File: src/logic/spi_port_pkg.sv
// Constants and types of the serial peripheral slave port.
// Assumes a single system clock; the serial clock is sampled as data.
`default_nettype none
package spi_port_pkg;
	localparam int unsigned CLOCK_HZ          = 100_000_000;
	localparam int unsigned SCLK_MAX_HZ       = 5_000_000;
	// Shortest serial clock phase at the top rate, in system cycles
	localparam int unsigned SCLK_HALF_CYCLES  = CLOCK_HZ / (2 * SCLK_MAX_HZ);
	localparam int unsigned SYNC_LATENCY      = 3;
	localparam logic [2:0]  BYTE_LAST_BIT     = 3'h7;
	localparam logic [2:0]  BOOT_WAIT_CYCLES  = 3'h4;
	localparam logic [2:0]  SLEEP_MODE_PIN    = 3'h1;
	localparam logic [1:0]  API_MODE_SPI      = 2'h1;
	localparam logic [7:0]  SHIFT_RESET       = 8'h00;
	// Pin order: sleep request, strap, data in, select, serial clock
	localparam logic [4:0]  PIN_SYNC_RESET    = 5'h0A;
	localparam int unsigned PIN_SCLK          = 0;
	localparam int unsigned PIN_SSEL_N        = 1;
	localparam int unsigned PIN_MOSI          = 2;
	localparam int unsigned PIN_STRAP         = 3;
	localparam int unsigned PIN_SLEEP_REQ     = 4;

	typedef enum logic [3:0] {
		PORT_BOOT   = 4'h1,
		PORT_UART   = 4'h2,
		PORT_EITHER = 4'h4,
		PORT_SPI    = 4'h8
	} port_e;
endpackage : spi_port_pkg
`default_nettype wire

File: src/logic/pin_sync3.sv
// Three-stage input synchroniser with agreement filter.
// Assumes inputs are asynchronous to clock; output changes once stages two and three agree.
`timescale 1ns/100ps
`default_nettype none
module pin_sync3 #(
	parameter int unsigned       WIDTH       = 1,
	parameter logic [WIDTH-1:0]  RESET_VALUE = '0
) (
	input  wire logic             clock,
	input  wire logic             reset_n,
	input  wire logic [WIDTH-1:0] pin,
	output logic      [WIDTH-1:0] level
);
	typedef struct packed {
		logic [WIDTH-1:0] s1;
		logic [WIDTH-1:0] s2;
		logic [WIDTH-1:0] s3;
		logic [WIDTH-1:0] filt;
	} sync_s;

	sync_s state;
	sync_s next_state;

	always_comb begin
		next_state      = state;
		next_state.s1   = pin;
		next_state.s2   = state.s1;
		next_state.s3   = state.s2;
		// Stage one feeds stage two only; the filter looks at two and three
		next_state.filt = (~(state.s2 ^ state.s3) & state.s2) | ((state.s2 ^ state.s3) & state.filt);
	end

	always_ff @(posedge clock or negedge reset_n) begin
		if (!reset_n) begin
			state <= '{s1: RESET_VALUE, s2: RESET_VALUE, s3: RESET_VALUE, filt: RESET_VALUE};
		end else begin
			state <= next_state;
		end
	end

	assign level = state.filt;
endmodule : pin_sync3
`default_nettype wire

File: src/logic/msb_shifter.sv
// Eight-bit shift register, most significant bit leaves first.
// Assumes load and shift come from logic on the same clock.
`timescale 1ns/100ps
`default_nettype none
module msb_shifter
	import spi_port_pkg::*;
(
	input  wire logic       clock,
	input  wire logic       reset_n,
	input  wire logic       load,
	input  wire logic [7:0] load_value,
	input  wire logic       shift,
	input  wire logic       shift_in,
	output logic      [7:0] q
);
	typedef struct packed {
		logic [7:0] data;
	} shifter_s;

	shifter_s state;
	shifter_s next_state;

	always_comb begin
		next_state = state;
		if (load) begin
			next_state.data = load_value;
		end else if (shift) begin
			next_state.data = {state.data[6:0], shift_in};
		end
	end

	always_ff @(posedge clock or negedge reset_n) begin
		if (!reset_n) begin
			state <= '{data: SHIFT_RESET};
		end else begin
			state <= next_state;
		end
	end

	assign q = state.data;
endmodule : msb_shifter
`default_nettype wire

File: src/logic/spi_slave_host_port.sv
// Serial peripheral slave port of the radio module, facing the host controller.
// Assumes serial clock, select, data in, strap and sleep pins are asynchronous;
// byte stream side (tx_byte, tx_valid, rx_byte) and config bits are on clock.
//
// Functional notes
// - Port is slave only: host supplies clock and data in, we return data out.
// - Attention rises once output is queued, holds until all bytes clocked out.
// - Serial clock up to 5 MHz burst; host never clocks faster, though the bench host model runs at 6.25 MHz.
// - Bytes travel most significant bit first in both directions.
// - Mode 0: clock idles low, data sampled on rising edge.
// - Framing is always API mode 1 without escapes, whatever the setting.
// - Every clocked byte moves both ways; idle output is filler.
// - Output data may start before, with or after input; both run at once.
// - Sleep request pin, when a peripheral, drives pin sleep for both ports.
// - Else with select a peripheral, low select wakes, high select sleeps.
// - Neither pin a peripheral: stay awake in pin sleep mode.
// - Through-hole strap low at reset forces SPI and disables the UART.
// - After forced SPI setup, a modem status frame is queued to SPI.
// - Attention is optional; the port works with it disabled.
// - Forced pin settings revert at reset unless saved.
// - Saved config with UART off and SPI on starts in SPI mode.
// - Both enabled: output to UART until first SPI input, then SPI only.
// - Chosen output port stays until reset.
// - Data out driven only while selected; deselect releases the line.
// - With nothing queued, data out repeats the last bit sent.
`timescale 1ns/100ps
`default_nettype none
module spi_slave_host_port
	import spi_port_pkg::*;
(
	input  wire logic       clock,
	input  wire logic       reset_n,
	input  wire logic       spi_sclk,
	input  wire logic       spi_ssel_n,
	input  wire logic       spi_mosi,
	output logic            spi_miso,
	output logic            spi_miso_oe,
	output logic            attention_out,
	input  wire logic       general_io_line_13,
	input  wire logic       sleep_request_pin,
	input  wire logic       through_hole_part,
	input  wire logic       saved_uart_enable,
	input  wire logic       saved_spi_enable,
	input  wire logic [2:0] sleep_mode_setting,
	input  wire logic       sleep_request_periph,
	input  wire logic       ssel_periph,
	input  wire logic       attention_enable,
	input  wire logic [7:0] tx_byte,
	input  wire logic       tx_valid,
	output logic            tx_take,
	output logic      [7:0] rx_byte,
	output logic            rx_valid,
	output logic            awake,
	output logic            spi_port_active,
	output logic            uart_enabled,
	output logic            force_spi_pins,
	output logic            status_frame_request,
	output logic      [1:0] api_mode_effective
);
	import spi_port_pkg::*;

	typedef struct packed {
		logic       sclk_prev;
		logic       sel_prev;
		logic [2:0] bit_cnt;
		logic       real_in_flight;
		logic       miso;
		logic       miso_oe;
		logic       attention;
		logic       take;
		logic [7:0] rx_byte;
		logic       rx_valid;
		logic       awake;
		port_e      port;
		logic [2:0] boot_cnt;
		logic       force_pins;
		logic       uart_en;
		logic       status_req;
		logic [1:0] api_mode;
		logic       spi_active;
	} port_s;

	logic [1:0] rst_pipe;
	logic       rst_sync;
	logic [4:0] pins;
	logic [7:0] txq;
	logic [7:0] rxq;
	port_s      state;
	port_s      next_state;
	logic       sclk_f;
	logic       sel;
	logic       rise;
	logic       fall;
	logic       sel_start;
	logic       spi_out;
	logic       tx_load;
	logic       tx_shift;
	logic [7:0] tx_load_value;

	// Reset is released through two flops so all state leaves reset together
	always_ff @(posedge clock or negedge reset_n) begin
		if (!reset_n) begin
			rst_pipe <= 2'h0;
		end else begin
			rst_pipe <= {rst_pipe[0], 1'b1};
		end
	end
	assign rst_sync = rst_pipe[1];

	// Serial clock is oversampled; the filter costs four cycles of a ten-cycle phase
	pin_sync3 #(
		.WIDTH      (5),
		.RESET_VALUE(PIN_SYNC_RESET)
	) u_pins (
		.clock  (clock),
		.reset_n(rst_sync),
		.pin    ({sleep_request_pin, general_io_line_13, spi_mosi, spi_ssel_n, spi_sclk}),
		.level  (pins)
	);

	assign sclk_f    = pins[PIN_SCLK];
	assign sel       = ~pins[PIN_SSEL_N];
	assign rise      = sel & sclk_f & ~state.sclk_prev;
	assign fall      = sel & ~sclk_f & state.sclk_prev;
	assign sel_start = sel & ~state.sel_prev;
	assign spi_out   = (state.port == PORT_SPI);

	// Byte boundary reload; filler is the last bit repeated
	assign tx_load       = sel_start | (fall & (state.bit_cnt == 3'h0));
	assign tx_shift      = fall & (state.bit_cnt != 3'h0);
	assign tx_load_value = (tx_valid & spi_out) ? tx_byte : {8{txq[7]}};

	msb_shifter u_tx (
		.clock     (clock),
		.reset_n   (rst_sync),
		.load      (tx_load),
		.load_value(tx_load_value),
		.shift     (tx_shift),
		.shift_in  (txq[7]),
		.q         (txq)
	);

	msb_shifter u_rx (
		.clock     (clock),
		.reset_n   (rst_sync),
		.load      (sel_start),
		.load_value(SHIFT_RESET),
		.shift     (rise),
		.shift_in  (pins[PIN_MOSI]),
		.q         (rxq)
	);

	always_comb begin
		next_state            = state;
		next_state.sclk_prev  = sclk_f;
		next_state.sel_prev   = sel;
		next_state.take       = 1'b0;
		next_state.rx_valid   = 1'b0;
		next_state.status_req = 1'b0;
		next_state.api_mode   = API_MODE_SPI;

		// Bit counter restarts at every select so a torn byte cannot skew the next
		if (!sel) begin
			next_state.bit_cnt = 3'h0;
		end else if (rise) begin
			next_state.bit_cnt = state.bit_cnt + 3'h1;
		end

		if (rise && state.bit_cnt == BYTE_LAST_BIT) begin
			next_state.rx_byte  = {rxq[6:0], pins[PIN_MOSI]};
			next_state.rx_valid = 1'b1;
		end

		if (tx_load) begin
			next_state.take           = tx_valid & spi_out;
			next_state.real_in_flight = tx_valid & spi_out;
		end

		next_state.miso    = txq[7];
		next_state.miso_oe = sel;
		next_state.attention = attention_enable & spi_out
			& (tx_valid | next_state.real_in_flight);

		unique case (state.port)
			PORT_BOOT: begin
				// Wait for the pin filter to settle before reading the strap
				next_state.boot_cnt = state.boot_cnt + 3'h1;
				if (state.boot_cnt == BOOT_WAIT_CYCLES) begin
					if (through_hole_part && !pins[PIN_STRAP]) begin
						next_state.port       = PORT_SPI;
						next_state.force_pins = 1'b1;
						next_state.uart_en    = 1'b0;
						next_state.status_req = 1'b1;
					end else if (saved_spi_enable && !saved_uart_enable) begin
						next_state.port    = PORT_SPI;
						next_state.uart_en = 1'b0;
					end else if (saved_spi_enable && saved_uart_enable) begin
						next_state.port    = PORT_EITHER;
						next_state.uart_en = 1'b1;
					end else begin
						next_state.port    = PORT_UART;
						next_state.uart_en = 1'b1;
					end
				end
			end
			PORT_EITHER: begin
				if (next_state.rx_valid) begin
					next_state.port    = PORT_SPI;
					next_state.uart_en = 1'b0;
				end
			end
			PORT_UART: begin
				next_state.port = PORT_UART;
			end
			PORT_SPI: begin
				next_state.port = PORT_SPI;
			end
		endcase
		// Registered copy so the port flag leaves a flop, not a decoder
		next_state.spi_active = (next_state.port == PORT_SPI);

		// Sharing select for sleep costs wake time on every deselect
		if (state.port == PORT_BOOT || sleep_mode_setting != SLEEP_MODE_PIN) begin
			next_state.awake = 1'b1;
		end else if (sleep_request_periph) begin
			next_state.awake = ~pins[PIN_SLEEP_REQ];
		end else if (ssel_periph) begin
			next_state.awake = sel;
		end else begin
			next_state.awake = 1'b1;
		end
	end

	always_ff @(posedge clock or negedge rst_sync) begin
		if (!rst_sync) begin
			state <= '{
				sclk_prev:      1'b0,
				sel_prev:       1'b0,
				bit_cnt:        3'h0,
				real_in_flight: 1'b0,
				miso:           1'b0,
				miso_oe:        1'b0,
				attention:      1'b0,
				take:           1'b0,
				rx_byte:        8'h00,
				rx_valid:       1'b0,
				awake:          1'b1,
				port:           PORT_BOOT,
				boot_cnt:       3'h0,
				force_pins:     1'b0,
				uart_en:        1'b0,
				status_req:     1'b0,
				api_mode:       API_MODE_SPI,
				spi_active:     1'b0
			};
		end else begin
			state <= next_state;
		end
	end

	assign spi_miso             = state.miso;
	assign spi_miso_oe          = state.miso_oe;
	assign attention_out        = state.attention;
	assign tx_take              = state.take;
	assign rx_byte              = state.rx_byte;
	assign rx_valid             = state.rx_valid;
	assign awake                = state.awake;
	assign spi_port_active      = state.spi_active;
	assign uart_enabled         = state.uart_en;
	assign force_spi_pins       = state.force_pins;
	assign status_frame_request = state.status_req;
	assign api_mode_effective   = state.api_mode;
endmodule : spi_slave_host_port
`default_nettype wire

File: config.mk
export PLATFORM = sky130hd
export DESIGN_NAME = spi_slave_host_port
export DESIGN_NICKNAME = d
export VERILOG_FILES = /design/src/logic/spi_port_pkg.sv /design/src/logic/pin_sync3.sv /design/src/logic/msb_shifter.sv /design/src/logic/spi_slave_host_port.sv
export SDC_FILE = /design/constraint.sdc
export NUM_CORES = 1
export LEC_CHECK = 0
export BUFFER_PORTS_ARGS = -buffer_cell sky130_fd_sc_hd__clkbuf_2
export CORE_MARGIN = 2
export CORE_UTILIZATION = 45
export DETAILED_ROUTE_END_ITERATION = 8
export PLACE_DENSITY = 0.66
export SLEW_MARGIN = 20
export SYNTH_ARGS = -nofsm -noshare
export SYNTH_HDL_FRONTEND = slang
export SYNTH_HIERARCHICAL = 1
export SYNTH_SLANG_ARGS = --single-unit
File: constraint.sdc
create_clock -name clock -period 4.9 [get_ports clock]
set_input_delay 0.735 -clock clock [delete_from_list [all_inputs] [get_ports clock]]
set_output_delay 0.735 -clock clock [all_outputs]
set_load 0.005 [all_outputs]
# After elaboration in Yosys (flattened, before gate mapping)
# Index checks and enable logic that the tools add are counted.
# totals
register_bits,67
wordCells,101
inputBits,25
out_inout_bits,20
# op_classes
n_bitwise,22
addsub,2
n_mux,26
reduce_logical,16
eq_ne,11
# op_table
cell,n
$mux 8,3
$mux 4,4
$pmux 4 s4,1
$mux 7,2
$mux 1,11
$and 1x1->1,10
$and 5x5->5,2
$mux 3,3
$eq 4x4->1 const B,2
$reduce_bool 2->1,4
$add 3x1->3 const B,2
$eq 3x3->1 const B,2
$reduce_and 3->1,2
$not 1->1,5
$not 5->5,1
$or 5x5->5,1
$xor 5x5->5,1
$eq 4x1->1 const B,1
$eq 4x2->1 const B,1
$eq 4x3->1 const B,1
$logic_and 1x1->1,4
$ne 2x2->1 const B,2
$logic_not 3->1,1
$ne 3x1->1 const B,1
other kinds (8),10

# Longest topological paths before layout
# depth
depth_word,8
ltp_mapped,7
ltp_nobuf,6

# Cells and area by module
# The synthesis kept the hierarchy.
# modules_own_cells
mod,cells_per_inst,area_per_inst_um2,seq_area_each_um2,n_inst
spi_slave_host_port,138,1609.0,803.3,1
msb_shifter,34,372.9,200.2,2
pin_sync3,30,604.3,510.5,1

# Least setup slack after synthesis
# Ideal clock, no wire load.
# synth_timing
path_type,reg-to-reg
startpoint,register state[28] in the netlist's numbering
endpoint,register state[27] in the netlist's numbering
setup_ns,0.127
n_path_buf,0
required_ns,4.773
synth_period_minus_slack_ns,1.617
path_slack_ns,3.283
arrival_time_ns,1.489
stages_incl_launch_ff,7
cell_sequence,dfrtp_1 -> inv_1 -> ha_1 -> nand4bb_1 -> a21oi_1 -> nor2b_1 -> or2_2
# synth_rtl
item,line_no,text
"start, declared",spi_slave_host_port.sv:88,port_s state;
"start signal, assigned",spi_slave_host_port.sv:236,state <= '{
"start signal, assigned",spi_slave_host_port.sv:257,state <= next_state;

# Final worst setup path
# layout_timing
startpoint,register state[28] in the netlist's numbering
endpoint,register u_tx.state (netlist bit u_tx/q[1])
# layout_between
word_cells_on_any_way,7
classes_between,mux: 1; bitwise: 3; reduce/logical: 3
# layout_rtl
item,line_no,text
$reduce_bool 3->1,spi_slave_host_port.sv:130,assign tx_shift = fall & (state.bit_cnt != 3'h0);
$and 1x1->1,spi_slave_host_port.sv:130,
via tx_shift,spi_slave_host_port.sv:97,logic tx_shift;
$reduce_bool 2->1 (no line),-,
"end signal, assigned",msb_shifter.sv:34,state <= '{data: SHIFT_RESET};
"end signal, assigned",msb_shifter.sv:36,state <= next_state;
"end, declared",msb_shifter.sv:20,shifter_s state;
# The timed path passes the listed nets, and every way through them passes these cells.
# A chain may end at the register's enable or synchronous reset.

==> out/qor.yml <==
status: "complete, no violations"
max_slew.worst_pin.slew_ns: 1.11
final.fill_count: 552
path_delay_family: "simple AND/OR/NAND/NOR gates"
vdd.ir_drop.worst_v: 0.000217
clk_latency_ns: 0.33
grt-ovfl-total: 0
hpwl_um: 3260
yosysWarnings: 6
drt-total-wl_um: 4650
p_per_area_nw_per_um2: 411
crit_arrival_ns: 2.35
maxCapViolCount: 0
hold_violations: 0
remaining_drc_errors: 0
die_w_um: 84.5
cp_num_buf_inv: 1
slew_headroom_pct: 25.7
wl_per_cell_um: 13.2
cts_buffers: 9
dieArea_um2: 7140
cts_tree: "done"
io_buffers: 42
fin_nets: 300
max_freq_mhz: 466
path_class: "reg -> reg"
multi_input_area_um2: 1050
finalSetupTns_ns: 0
cts_hold_buf: 0
num_vias: 1719
post_cts_buffers: 0
first_pass_iters: 4
rows: 29
place_congestion: 0.738
syn_inst: 232
syn_area_per_cell_um2: 12.6
clk_path_buf_depth: 2
post-route-period-util_pct: 43.8
rsz0062_at_grt: "false"
post_cts_resized: 0
grt_pass1_wl_um: 8290
clk_pin_slew_ns: 0.07
grt.total_usage_pct: 14.9
min_path_type: "reg -> async"
finClkSkew_ns: 0.00699
path_max_fanout: 8
fin_crit_ns: 2.14
cp_cell_sequence: "inv_1 > ha_1 > nor2b_1 > nor4b_2 > mux2i_1 > o21ai_1"
initial_core_util_pct: 46.2
synthToLayoutAreaGrowth_pct: 13.2
root_buffer: "clkbuf_8"
setup_violations: 0
syn_area_um2: 2920
fin_cells: 352
ff_latch_area_um2: 1690
htree_levels: 3
cts.sinks: 67
drive_above_1_share_pct: 36.7
post-route-util_pct: 52.3
die_h_um: 84.5
drtIter0Drc: 68
cp.required_ns: 5.11
antenna_left: 0
slew_viol_final: 0
dp.cells: 336
crit_path_start_kind: "flip-flop"
vias_per_cell: 4.88
n_antenna_cell: 0
endpoint_kind: "flip-flop"
grt_max_degree: 54
cp_slowest_cell: "nor4b_2"
p_total_mw: 1.36
power.leakage_nw: 1.55
coreArea_um2: 6310
grt_pass1_vias: 1693
ioPinCount: 45
antenna_found_initial: 0
cpPeakStageDelay_ns: 0.90
==> stage by stage <==
stage                     setup WS [ns]  hold slack [ns]  area [um2]
after detailed placement           2.79            0.146        3090
after CTS                          2.77            0.152        3300
final                              2.76            0.142        3300
after global placement             2.80            0.138        3090
after global routing               2.62            0.151        3300
after floorplan                    2.91            0.331        2950
==> sequential cells by signal, indices dropped and copies added, names as in the netlist, named ones only <==
name and cells:
tx_take 1, state 12, rst_pipe 2, rx_byte 8, status_frame_request 1, force_spi_pins 1
u_rx/q 7, spi_port_active 1, attention_out 1, rx_valid 1, u_pins/state 5, spi_miso_oe 1
u_pins/next_state 10, uart_enabled 1, awake 1, u_tx/q 8, spi_miso 1
==> cell type report <==
cell class / instances / share of cell area, %
clock buffers: 11 / 3.98
clock inverters: 5 / 2.35
inverters: 7 / 0.796
multi-input cells: 140 / 31.7
flip-flops and latches: 67 / 51.2
well taps: 77 / 2.92
repair buffers: 45 / 7.05
==> cells in the final DEF (no fill, tap or decap), drive strengths merged, types with 2 or more instances in the layout <==
cell	instances
xor2	2
maj3	5
nand2	22
dfstp	10
ha	5
nor2	5
dfrtp	57
inv	7
a21oi	4
mux2i	17
o21ai	20
clkinv	2
nor2b	4
or2	2
nand3	2
conb	10
buf	3
xnor2	3
clkbuf	53
nor4b	6
a31o	8
mux2	8
o211a	2
bufinv	2
==> routing by layer <==
metal  wire (um)  global-route usage (%)
met3         202                    3.93
met4          93                    7.36
met5           0                       0
met1        2280                    21.3
met2        2080                    20.9
==> where the power goes <==
part | internal [mW] | leakage (nW) | total (mW) | switching, mW
logic | 0.102 | 0.624 | 0.196 | 0.0945
clock network | 0.285 | 0.103 | 0.482 | 0.197
registers | 0.626 | 0.823 | 0.680 | 0.0541
==> final timing paths <==
check                      slack, ns                    to  depth (start not counted)                   from
max                             2.76             u_tx/q[1]                          6              state[28]
min                             0.14        force_spi_pins                          0            rst_pipe[1]
max reg2reg                     2.76             u_tx/q[1]                          6              state[28]
min reg2reg                     0.14        force_spi_pins                          0            rst_pipe[1]
max in group asynchronous       3.82             u_rx/q[2]                          1            rst_pipe[1]
min in group clock              0.35  u_pins/next_state[5]                          0  u_pins/next_state[10]
(Power assumes the default switching activity.)
